<file path="src/include/hpm_params.svh">
/*
  hpm_params.svh: timing counts and reset values for the host port pin mux.
  Assumes it is included by bare name from the package and the core file.
*/
`ifndef HPM_PARAMS_SVH
`define HPM_PARAMS_SVH

// input clock cycles the clock output is held after reset
`define HPM_STARTUP_CYCLES 16384
`define HPM_STARTUP_CNT_W 15
// interface select pin codes
`define HPM_SEL_NONMUX 2'h0
`define HPM_SEL_MUX 2'h1
`define HPM_SEL_SERIAL 2'h2
// reset values
`define HPM_DATA_RST 8'h00
`define HPM_ADDR_RST 8'h00

`endif

</file>
<file path="src/include/hpm_pkg.sv">
/*
  hpm_pkg: types shared by the host port pin mux and its surroundings.
  Assumes hpm_params.svh sits on the include path.
*/
`include "hpm_params.svh"

package hpm_pkg;

  typedef enum logic [1:0] {
    HPM_MODE_NONMUX,
    HPM_MODE_MUX,
    HPM_MODE_SERIAL,
    HPM_MODE_RESERVED
  } hpm_mode_t;

  typedef enum logic [1:0] {
    HPM_IRQ_HIGH,
    HPM_IRQ_LOW,
    HPM_IRQ_OPEN_DRAIN
  } hpm_irq_mode_t;

  // one-cycle access toward the register core
  typedef struct packed {
    logic wr;
    logic rd;
    logic [7:0] addr;
    logic [7:0] wdata;
  } hpm_bus_req_t;

  // one serial bit taken on a shift clock rising edge
  typedef struct packed {
    logic valid;
    logic bit_in;
  } hpm_ser_bit_t;

endpackage

</file>
<file path="src/core/hpm_pin_mux.sv">
/*
  hpm_pin_mux: routes the shared host pins to the non-multiplexed parallel port,
  the multiplexed address/data port or the three-wire serial port, and drives
  the dma request and configurable interrupt pins, and takes in the dma acknowledge pin.
  Assumes all pin inputs are synchronous to clk_i and that the register core
  behind it answers reads on rdata_i and supplies the serial output bit.
*/
// Contract
// - select code 00 non-multiplexed, 01 multiplexed, 10 serial port
// - dma acknowledge is active low, honoured only while dma is enabled
// - dma request raised only while dma is enabled
// - interrupt output selectable active high, active low or open drain
// - interrupt output floats for as long as reset is in effect
// - chip select active low; strobes honoured only while it is low
// - parallel read strobe low makes the device drive the data lines
// - parallel write strobe captures the bus into the device
// - in serial mode the write strobe pin is the shift clock
// - address pin: register select, address latch enable, or serial input
// - lowest data line: data bit, muxed bit, or serial output
// - data lines: plain data bus in mode 0, address then data in mode 1
// - after reset hold clock output 2^14 cycles, no register access then
`timescale 1ns/1ps
`default_nettype none
`include "hpm_params.svh"

module hpm_pin_mux #(
  parameter int unsigned STARTUP_CYCLES = `HPM_STARTUP_CYCLES
) (
  input wire logic clk_i,
  input wire logic nrst_i,
  input wire logic [1:0] interface_select_pins_i,
  input wire logic cs_n_i,
  input wire logic rd_n_i,
  input wire logic wr_n_i,
  input wire logic register_select_line_i,
  input wire logic [7:0] data_lines_i,
  output logic [7:0] data_lines_o,
  output logic [7:0] data_lines_oe_o,
  input wire logic dma_acknowledge_n_i,
  output logic dma_request_out_o,
  output logic interrupt_out_o,
  output logic interrupt_out_oe_o,
  output logic clock_output_pin_o,
  input wire logic dma_enable_i,
  input wire logic dma_req_i,
  output logic dma_ack_o,
  input wire hpm_pkg::hpm_irq_mode_t irq_mode_i,
  input wire logic irq_i,
  output hpm_pkg::hpm_bus_req_t bus_req_o,
  input wire logic [7:0] rdata_i,
  output hpm_pkg::hpm_ser_bit_t ser_bit_o,
  input wire logic serial_out_i,
  output hpm_pkg::hpm_mode_t mode_o,
  output logic ready_o
);
  import hpm_pkg::*;

  localparam int unsigned CNT_W = `HPM_STARTUP_CNT_W;
  // the count width is fixed by the header; a longer hold needs a wider count there too
  localparam logic [CNT_W-1:0] HOLD_LAST = CNT_W'(STARTUP_CYCLES - 1);

  function automatic hpm_mode_t decode_mode(input logic [1:0] sel);
    hpm_mode_t m;
    m = HPM_MODE_RESERVED;
    if (sel == `HPM_SEL_NONMUX) begin
      m = HPM_MODE_NONMUX;
    end else if (sel == `HPM_SEL_MUX) begin
      m = HPM_MODE_MUX;
    end else if (sel == `HPM_SEL_SERIAL) begin
      m = HPM_MODE_SERIAL;
    end
    return m;
  endfunction

  logic rst_meta;
  logic rst_n;
  logic [CNT_W-1:0] hold_cnt;
  logic ready;
  logic mode_taken;
  hpm_mode_t mode;
  logic wr_q;
  logic rd_q;
  logic cs_q;
  logic ale_q;
  logic [7:0] data_q;
  logic [7:0] addr_latch;
  logic access_ok;
  logic wr_end;
  logic rd_start;
  logic sk_rise;
  logic sk_fall;
  logic ser_take;

  // reset release through two flops
  always_ff @(posedge clk_i or negedge nrst_i) begin
    if (!nrst_i) begin
      rst_meta <= 1'b0;
      rst_n <= 1'b0;
    end else begin
      rst_meta <= 1'b1;
      rst_n <= rst_meta;
    end
  end

  // startup hold; the register core is unreachable until it ends
  always_ff @(posedge clk_i or negedge rst_n) begin
    if (!rst_n) begin
      hold_cnt <= '0;
      ready <= 1'b0;
    end else if (!ready) begin
      if (hold_cnt == HOLD_LAST) begin
        ready <= 1'b1;
      end else begin
        hold_cnt <= hold_cnt + CNT_W'(1);
      end
    end
  end

  // clock output held low during startup, then clk_i / 2
  always_ff @(posedge clk_i or negedge rst_n) begin
    if (!rst_n) begin
      clock_output_pin_o <= 1'b0;
    end else begin
      clock_output_pin_o <= ready & ~clock_output_pin_o;
    end
  end

  // straps caught once after release; a later change is ignored on purpose
  always_ff @(posedge clk_i or negedge rst_n) begin
    if (!rst_n) begin
      mode_taken <= 1'b0;
      mode <= HPM_MODE_RESERVED;
    end else if (!mode_taken) begin
      mode_taken <= 1'b1;
      mode <= decode_mode(interface_select_pins_i);
    end
  end

  // outputs lag the internal state by one cycle so every pin comes from a flop
  always_ff @(posedge clk_i or negedge rst_n) begin
    if (!rst_n) begin
      mode_o <= HPM_MODE_RESERVED;
      ready_o <= 1'b0;
    end else begin
      mode_o <= mode;
      ready_o <= ready & mode_taken;
    end
  end

  // previous pin levels for strobe edges
  // pins are taken as synchronous, so one flop per pin is enough to see an edge
  always_ff @(posedge clk_i or negedge rst_n) begin
    if (!rst_n) begin
      wr_q <= 1'b1;
      rd_q <= 1'b1;
      cs_q <= 1'b1;
      ale_q <= 1'b0;
      data_q <= `HPM_DATA_RST;
    end else begin
      wr_q <= wr_n_i;
      rd_q <= rd_n_i;
      cs_q <= cs_n_i;
      ale_q <= register_select_line_i;
      data_q <= data_lines_i;
    end
  end

  // mode 1 address phase: latch follows the bus while the enable is high
  always_ff @(posedge clk_i or negedge rst_n) begin
    if (!rst_n) begin
      addr_latch <= `HPM_ADDR_RST;
    end else if (mode == HPM_MODE_MUX && register_select_line_i) begin
      addr_latch <= data_lines_i;
    end
  end

  // the reserved code leaves every strobe dead
  assign access_ok = ready & mode_taken & (mode != HPM_MODE_RESERVED);
  // write data and select are those of the last low cycle of the strobe
  assign wr_end = access_ok & ~wr_q & wr_n_i & ~cs_q;
  assign rd_start = access_ok & rd_q & ~rd_n_i & ~cs_n_i;
  assign sk_rise = access_ok & ~wr_q & wr_n_i & ~cs_n_i;
  assign sk_fall = access_ok & wr_q & ~wr_n_i & ~cs_n_i;
  // a shift edge only counts in serial mode
  assign ser_take = (mode == HPM_MODE_SERIAL) & sk_rise;

  // parallel accesses toward the core
  always_ff @(posedge clk_i or negedge rst_n) begin
    if (!rst_n) begin
      bus_req_o <= '0;
    end else begin
      bus_req_o.wr <= 1'b0;
      bus_req_o.rd <= 1'b0;
      unique case (mode)
        HPM_MODE_NONMUX: begin
          bus_req_o.wr <= wr_end;
          bus_req_o.rd <= rd_start;
          if (wr_end || rd_start) begin
            bus_req_o.addr <= {7'h00, wr_end ? ale_q : register_select_line_i};
            bus_req_o.wdata <= data_q;
          end
        end
        HPM_MODE_MUX: begin
          bus_req_o.wr <= wr_end;
          bus_req_o.rd <= rd_start;
          if (wr_end || rd_start) begin
            bus_req_o.addr <= addr_latch;
            bus_req_o.wdata <= data_q;
          end
        end
        HPM_MODE_SERIAL: begin
        end
        HPM_MODE_RESERVED: begin
        end
      endcase
    end
  end

  // serial input bit taken on the shift clock rising edge
  always_ff @(posedge clk_i or negedge rst_n) begin
    if (!rst_n) begin
      ser_bit_o <= '0;
    end else begin
      ser_bit_o.valid <= ser_take;
      if (ser_take) begin
        ser_bit_o.bit_in <= register_select_line_i;
      end
    end
  end

  // data line drive: read data in parallel modes, serial output in mode 2
  always_ff @(posedge clk_i or negedge rst_n) begin
    if (!rst_n) begin
      data_lines_o <= `HPM_DATA_RST;
      data_lines_oe_o <= 8'h00;
    end else begin
      unique case (mode)
        HPM_MODE_NONMUX, HPM_MODE_MUX: begin
          // read data lags the core by one cycle; the core must hold it through the strobe
          data_lines_o <= rdata_i;
          data_lines_oe_o <= {8{access_ok & ~rd_n_i & ~cs_n_i}};
        end
        HPM_MODE_SERIAL: begin
          // output bit changes on the falling shift edge so it is stable at the rise
          if (sk_fall) begin
            data_lines_o <= {7'h00, serial_out_i};
          end
          data_lines_oe_o <= {7'h00, access_ok & ~cs_n_i};
        end
        HPM_MODE_RESERVED: begin
          data_lines_oe_o <= 8'h00;
        end
      endcase
    end
  end

  // dma pins follow the enable, never outside it
  // acknowledge passes on as a level; the core makes any pulse it needs
  always_ff @(posedge clk_i or negedge rst_n) begin
    if (!rst_n) begin
      dma_request_out_o <= 1'b0;
      dma_ack_o <= 1'b0;
    end else begin
      dma_request_out_o <= dma_enable_i & dma_req_i & access_ok;
      dma_ack_o <= dma_enable_i & ~dma_acknowledge_n_i;
    end
  end

  // interrupt pin; enable low through the whole reset, so the pin floats
  always_ff @(posedge clk_i or negedge rst_n) begin
    if (!rst_n) begin
      interrupt_out_o <= 1'b0;
      interrupt_out_oe_o <= 1'b0;
    end else begin
      case (irq_mode_i)
        HPM_IRQ_HIGH: begin
          interrupt_out_o <= irq_i;
          interrupt_out_oe_o <= 1'b1;
        end
        HPM_IRQ_LOW: begin
          interrupt_out_o <= ~irq_i;
          interrupt_out_oe_o <= 1'b1;
        end
        HPM_IRQ_OPEN_DRAIN: begin
          interrupt_out_o <= 1'b0;
          interrupt_out_oe_o <= irq_i;
        end
        default: begin
          // code 3 floats the pin, as during reset
          interrupt_out_o <= 1'b0;
          interrupt_out_oe_o <= 1'b0;
        end
      endcase
    end
  end

endmodule
`default_nettype wire

</file>
<file path="config.mk">
export PLATFORM = sky130hd
export DESIGN_NAME = hpm_pin_mux
export DESIGN_NICKNAME = d
export VERILOG_FILES = /design/src/include/hpm_pkg.sv /design/src/core/hpm_pin_mux.sv
export VERILOG_INCLUDE_DIRS = /design/src /design/src/include
export SDC_FILE = /design/constraint.sdc
export NUM_CORES = 1
export LEC_CHECK = 0
export BUFFER_PORTS_ARGS = -buffer_cell sky130_fd_sc_hd__buf_2
export CAP_MARGIN = 30
export CORE_UTILIZATION = 45
export CTS_BUF_LIST = sky130_fd_sc_hd__clkbuf_2
export CTS_CLUSTER_DIAMETER = 100
export DETAILED_ROUTE_END_ITERATION = 6
export GPL_ROUTABILITY_DRIVEN = 1
export GPL_TIMING_DRIVEN = 0
export PLACE_DENSITY = 0.69
export REMOVE_ABC_BUFFERS = 1
export SYNTH_ARGS = -nofsm -noshare
export SYNTH_HDL_FRONTEND = slang
export SYNTH_SLANG_ARGS = --single-unit
</file>
<file path="constraint.sdc">
create_clock -name clk_i -period 3 [get_ports clk_i]
set_input_delay 0.15 -clock clk_i [delete_from_list [all_inputs] [get_ports clk_i]]
set_output_delay 0.15 -clock clk_i [all_outputs]
set_load 0.1 [all_outputs]
</file>
After elaboration in Yosys (flattened, before gate mapping)
Cells that the tools add are included.
{"block": "classes", "n_bitwise": 30, "addsub": 1, "eq_ne": 12, "reduce_logical": 12, "muxes": 14}
{"operator": "one-hot mux 18 bit (2 select lines)", "n": 1}
{"operator": "2-to-1 mux 16 bit", "n": 2}
{"operator": "one-hot mux 8 bit (3 select lines)", "n": 1}
{"operator": "AND 1 bit", "n": 20}
{"operator": "one-hot mux 8 bit (2 select lines)", "n": 1}
{"operator": "adder 15 x 1 -> 15 bit, second input constant", "n": 1}
{"operator": "== test 15 x 14 -> 1 bit, second input constant", "n": 1}
{"operator": "NOT 1 bit", "n": 10}
{"operator": "== test 2 bit, second input constant", "n": 4}
{"operator": "2-to-1 mux 8 bit", "n": 1}
{"operator": "== test 2 x 1 -> 1 bit, second input constant", "n": 3}
{"operator": "zero test 2 bit", "n": 3}
{"operator": "!= test 2 bit, second input constant", "n": 3}
{"operator": "2-to-1 mux 1 bit", "n": 4}
{"operator": "2-to-1 mux 2 bit", "n": 2}
{"operator": "one-hot mux 1 bit (2 select lines)", "n": 2}
{"operator": "AND reduction 2 bit", "n": 2}
{"operator": "nonzero test 2 bit", "n": 2}
{"operator": "OR reduction 2 bit", "n": 2}
{"operator": "AND reduction 3 bit", "n": 1}
{"operator": "!= test 2 x 1 -> 1 bit, second input constant", "n": 1}
{"operator": "logical AND 1 bit", "n": 1}
{"operator": "logical OR 1 bit", "n": 1}
{"block": "word_totals", "regBits": 85, "output_inout_bits": 44, "word_cells": 96, "in_bits": 31}

Longest topological paths before layout
{"block": "depth", "word_depth": 8, "mapped_depth": 5, "mapped_depth_nobuf": 5}

Worst setup path after synthesis
No wires, ideal clock.
{"block": "synth_timing", "path_type": "register -> register", "start": "register mode[1]", "end": "register data_lines_o[0]", "period_less_slack_ps": 1794, "arrival_ps": 1669, "required_time_ps": 2875, "stages_incl_launch_ff": 6, "setup_time_ps": 125, "n_path_buf": 1, "setup_slack_ps": 1206, "cell_sequence": "dfstp_2 buf_4 nand2b_1 or3_4 o31a_4 mux2_4"}
{"block": "synth_via", "elab_chain_len": 7, "word_cells_on_any_way": 13, "cone_classes": "4 x eq/ne; 1 x mux; 4 x bitwise; 4 x reduce/logical"}
{"item": "start: declaration", "line_no": "hpm_pin_mux.sv:80", "source": "hpm_mode_t mode;"}
{"item": "start signal: assignment", "line_no": "hpm_pin_mux.sv:135", "source": "mode <= decode_mode(interface_select_pins_i);"}
{"item": "!= test 2 bit", "line_no": "hpm_pin_mux.sv:178", "source": "assign access_ok = ready & mode_taken & (mode != HPM_MODE_RESERVED);"}
{"item": "AND 1 bit", "line_no": "hpm_pin_mux.sv:178"}
{"item": "AND 1 bit (3 in series)", "line_no": "hpm_pin_mux.sv:183", "source": "assign sk_fall = access_ok & wr_q & ~wr_n_i & ~cs_n_i;"}
{"item": "!= test 2 bit (no source line)"}
{"item": "AND reduction 2 bit (no source line)"}
{"item": "end signal: assignment", "line_no": "hpm_pin_mux.sv:234", "source": "data_lines_o <= `HPM_DATA_RST;"}
{"item": "end signal: assignment", "line_no": "hpm_pin_mux.sv:240", "source": "data_lines_o <= rdata_i;"}
{"item": "end signal: assignment", "line_no": "hpm_pin_mux.sv:246", "source": "data_lines_o <= {7'h00, serial_out_i};"}
{"item": "end: declaration", "line_no": "hpm_pin_mux.sv:37", "source": "output logic [7:0] data_lines_o,"}
Parallel ways exist; a longest one is shown, timed or not.
A chain may end at the register's enable or synchronous reset.

Worst setup path in the final report
{"block": "layout_timing", "start": "register mode[0]", "end": "register addr_latch[7]"}
{"block": "layout_via", "elab_chain_len": 2}
{"item": "== test 2 x 1 -> 1 bit", "line_no": "hpm_pin_mux.sv:172", "source": "end else if (mode == HPM_MODE_MUX && register_select_line_i) begin"}
{"item": "logical AND 1 bit", "line_no": "hpm_pin_mux.sv:172"}
{"item": "end signal: assignment", "line_no": "hpm_pin_mux.sv:171", "source": "addr_latch <= `HPM_ADDR_RST;"}
{"item": "end signal: assignment", "line_no": "hpm_pin_mux.sv:173", "source": "addr_latch <= data_lines_i;"}
{"item": "end: declaration", "line_no": "hpm_pin_mux.sv:86", "source": "logic [7:0] addr_latch;"}
No other way between the ends.

==> results.toml <==
[run_status]
outcome = "completed"

[synthesis]
synth.avg_cell_area_um2 = 12.67
synth_cell_types = 42
ys_async_sr_fraction_pct = 100.0
synth-warning-count = 0
synth_top_area_share_pct = 60.03
synth_compound_area_share_pct = 8.003
ys_top_cells_by_area = "dfrtp_1 60%, dfstp_2 6.1%, mux2_1 4.5%, nand2_1 4.4%, xnor2_1 2.6%"
ys_ff_latch = 79
synth-xor-area-share_pct = 3.210
yosysMostFrequentCell = "dfrtp_1"
syn_area_mm2 = 0.003002
yosys.area.top_type = "dfrtp_1"
synthAdderAreaFrac_pct = 0.4168
synth_top_family_by_area = "simple AND/OR/NAND/NOR gates"
synthFlopType = "dfrtp_1"
yosys.area_share.simple_pct = 12.63
synth.top_cells.by_count = "72 x dfrtp_1, 35 x nand2_1, 15 x o21ai_1"
synthMuxAreaShare_pct = 6.128
seq_area_frac_synth_pct = 66.15
synthCells = 237
synth_edf_count = 0

[floorplan]
die_h_um = 83.67
initial_core_util_pct = 47.00
rows = 29
die-area_mm2 = 0.007001
coreArea_mm2 = 0.006386
die_x_um = 83.67
io_pins = 75

[clocking]
cts_max_level = 3
clkSlewWorstSetupHoldPaths_ns = 0.21
cts_tree = "done"
clockBufferDepth = 2
clkLatencyLatePin_ns = 0.51
cts_sinks = 79
cts_hold_buffers = 33
numCtsBuffers = 9
post_cts_resized = 0
cts_setup_buffers = 0
root_buffer = "clkbuf_2"

[sta]
setup_viol = 0
tns_ns = 0
rsz0062_at_grt = "false"
period_minus_slack_ns = 2.083
finalMaxSlewViolations = 0
skew_ns = 0.02684
max_freq_mhz = 480.0
post-route-period-util_pct = 69.44
tightest_slew_ns = 0.9158
relSlewSlack_pct = 38.95
hold_violations = 0

[final_layout]
layoutNonFillerInstCount = 427
num-fill-cells = 512
layout-drive-gt1-share_pct = 30.57
diodes = 0
area_growth_syn_to_layout_pct = 29.76
final_util_pct = 60.99
fin_area_mm2 = 0.003895
nNetsFinal = 377

[worst_setup_path]
slowest_delay_ns = 0.62
critical_path_arrival_ns = 2.48
r2r_end = "addr_latch[7]"
criticalPathCategory = "reg -> reg"
rrSetupSlack_ns = 0.92
critPathLaunchType = "flop"
critPathLaunch = "mode[0]"
r2r_start = "mode[0]"
cp_max_fo = 9
crit_slowest_cell = "dfstp_2"
reg2reg_depth = 3
crit_path_cell_trace = "nor2b_1 -> nand2_1 -> mux2_1"
cp-endpoint = "addr_latch[7]"
critical_path_required_ns = 3.40
critPathCaptureType = "flop"

[placed_design]
place_area_mm2 = 0.003430
dp_cells = 378
port_buffers = 74
routabilityCongestion = 0.7553
dp_hpwl_mm = 3.612

[pwr]
power_leakage_nw = 1.883
powerDensity_mw_per_mm2 = 587.1
worst_ir_drop_vdd_uv = 409.0

[routing]
drc = 0
dr.pass1.iters = 4
wire_per_inst_um = 13.03
vias_per_cell = 4.909
first_iter_violations = 94
antenna_left = 0
totalWireLength_mm = 5.564
vias = 2096

[global_routing]
antenna_found_initial = 0
grt_pass1_vias = 2132
grt_overflow = 0
grt.total_usage_pct = 18.08
grt_max_degree = 63
grt_pass1_wl_mm = 9.784

[flow_run]
drv_cap = 0

[min_path]
holdCritPathClass = "reg -> async"
## cell usage in the layout (no fill, tap or decap), types with 3 or more instances in the layout
master,count
buf_2,74
dfrtp_1,71
nand2_1,35
dlygate4sd3_1,33
o21ai_1,15
mux2_1,12
clkbuf_2,10
xnor2_1,9
nor2_1,8
inv_1,7
a22o_1,7
dfstp_2,7
nand3_1,6
nand4_1,4
nor3_1,3
a21oi_1,3
nor2b_1,3
mux2_2,3
## metal layers
layer  part of all wire, %  GRT usage, %
met5                     0             0
met4                   1.4         8.320
met3                   3.8         3.660
met2                    48         29.64
met1                    47         23.17
## power breakdown
part / leakage (nW) / internal, mW / switching (mW)
Sequential: 0.966 / 1.15 / 0.0454
Combinational: 0.838 / 0.119 / 0.336
Clock: 0.0795 / 0.277 / 0.363
## logic make-up (layout without fill, tap and decap cells)
group	count (synthesis)	after routing
adder cells (fa/ha/maj)	1	1
buffers and inverters	19	131
AO/OA/AOI/OAI	34	34
multiplexers	16	16
flip-flops	79	79
XOR/XNOR	11	11
AND/OR/NAND/NOR	76	76
other	1	2
## critical path, delay by kind of cell (launching register included)
kind             cells  cell delay, ns
multiplexers         1            0.41
AND/OR/NAND/NOR      2            0.95
flip-flops           1            0.62
## layout make-up
| type | instances | area (um^2) | area share, % |
|---|---|---|---|
| Clock buffer | 10 | 50.05 | 1.285 |
| Clock inverter | 6 | 85.08 | 2.184 |
| Inverter | 7 | 26.28 | 0.6746 |
| Multi-Input combinational cell | 140 | 919.6 | 23.61 |
| Sequential cell | 79 | 1989 | 51.08 |
| Tap cell | 77 | 96.34 | 2.473 |
| Timing Repair Buffer | 108 | 728.2 | 18.70 |
## sequential cells by signal (all words and copies together) (netlist names)
name                flops
bus_req_o              18
hold_cnt               15
addr_latch              8
data_lines_o            8
data_q                  8
data_lines_oe_o         2
mode                    2
mode_o                  2
ser_bit_o               2
ale_q                   1
clock_output_pin_o      1
cs_q                    1
dma_ack_o               1
dma_request_out_o       1
interrupt_out_o         1
interrupt_out_oe_o      1
mode_taken              1
rd_q                    1
ready                   1
ready_o                 1
rst_meta                1
rst_n                   1
wr_q                    1
## worst min path at each step
stage / startpoint / endpoint / slack (ns) / cells past startpoint
4_1_cts: rst_n / dma_ack_o / 0.21 / 0
3_3_place_gp: nrst_i / rst_n / -0.06 / 1
2_1_floorplan: nrst_i / rst_meta / -0.15 / 0
6_report: rst_n / dma_ack_o / 0.20 / 0
5_1_grt: rst_n / dma_ack_o / 0.23 / 0
3_5_place_dp: nrst_i / rst_meta / -0.06 / 1
## stage by stage
step / setup slack [ns] / hold WS (ns) / power [mW]
final: 0.9168 / 0.2045 / 2.287
after global routing: 0.7292 / 0.2263 / 2.384
after CTS: 0.8813 / 0.2139 / 2.314
after detailed placement: 0.9064 / -0.06373 / 1.637
after global placement: -0.1879 / -0.06459 / 1.622
after floorplan: -1.606 / -0.1456 / 1.540
(Power assumes the default switching activity.)
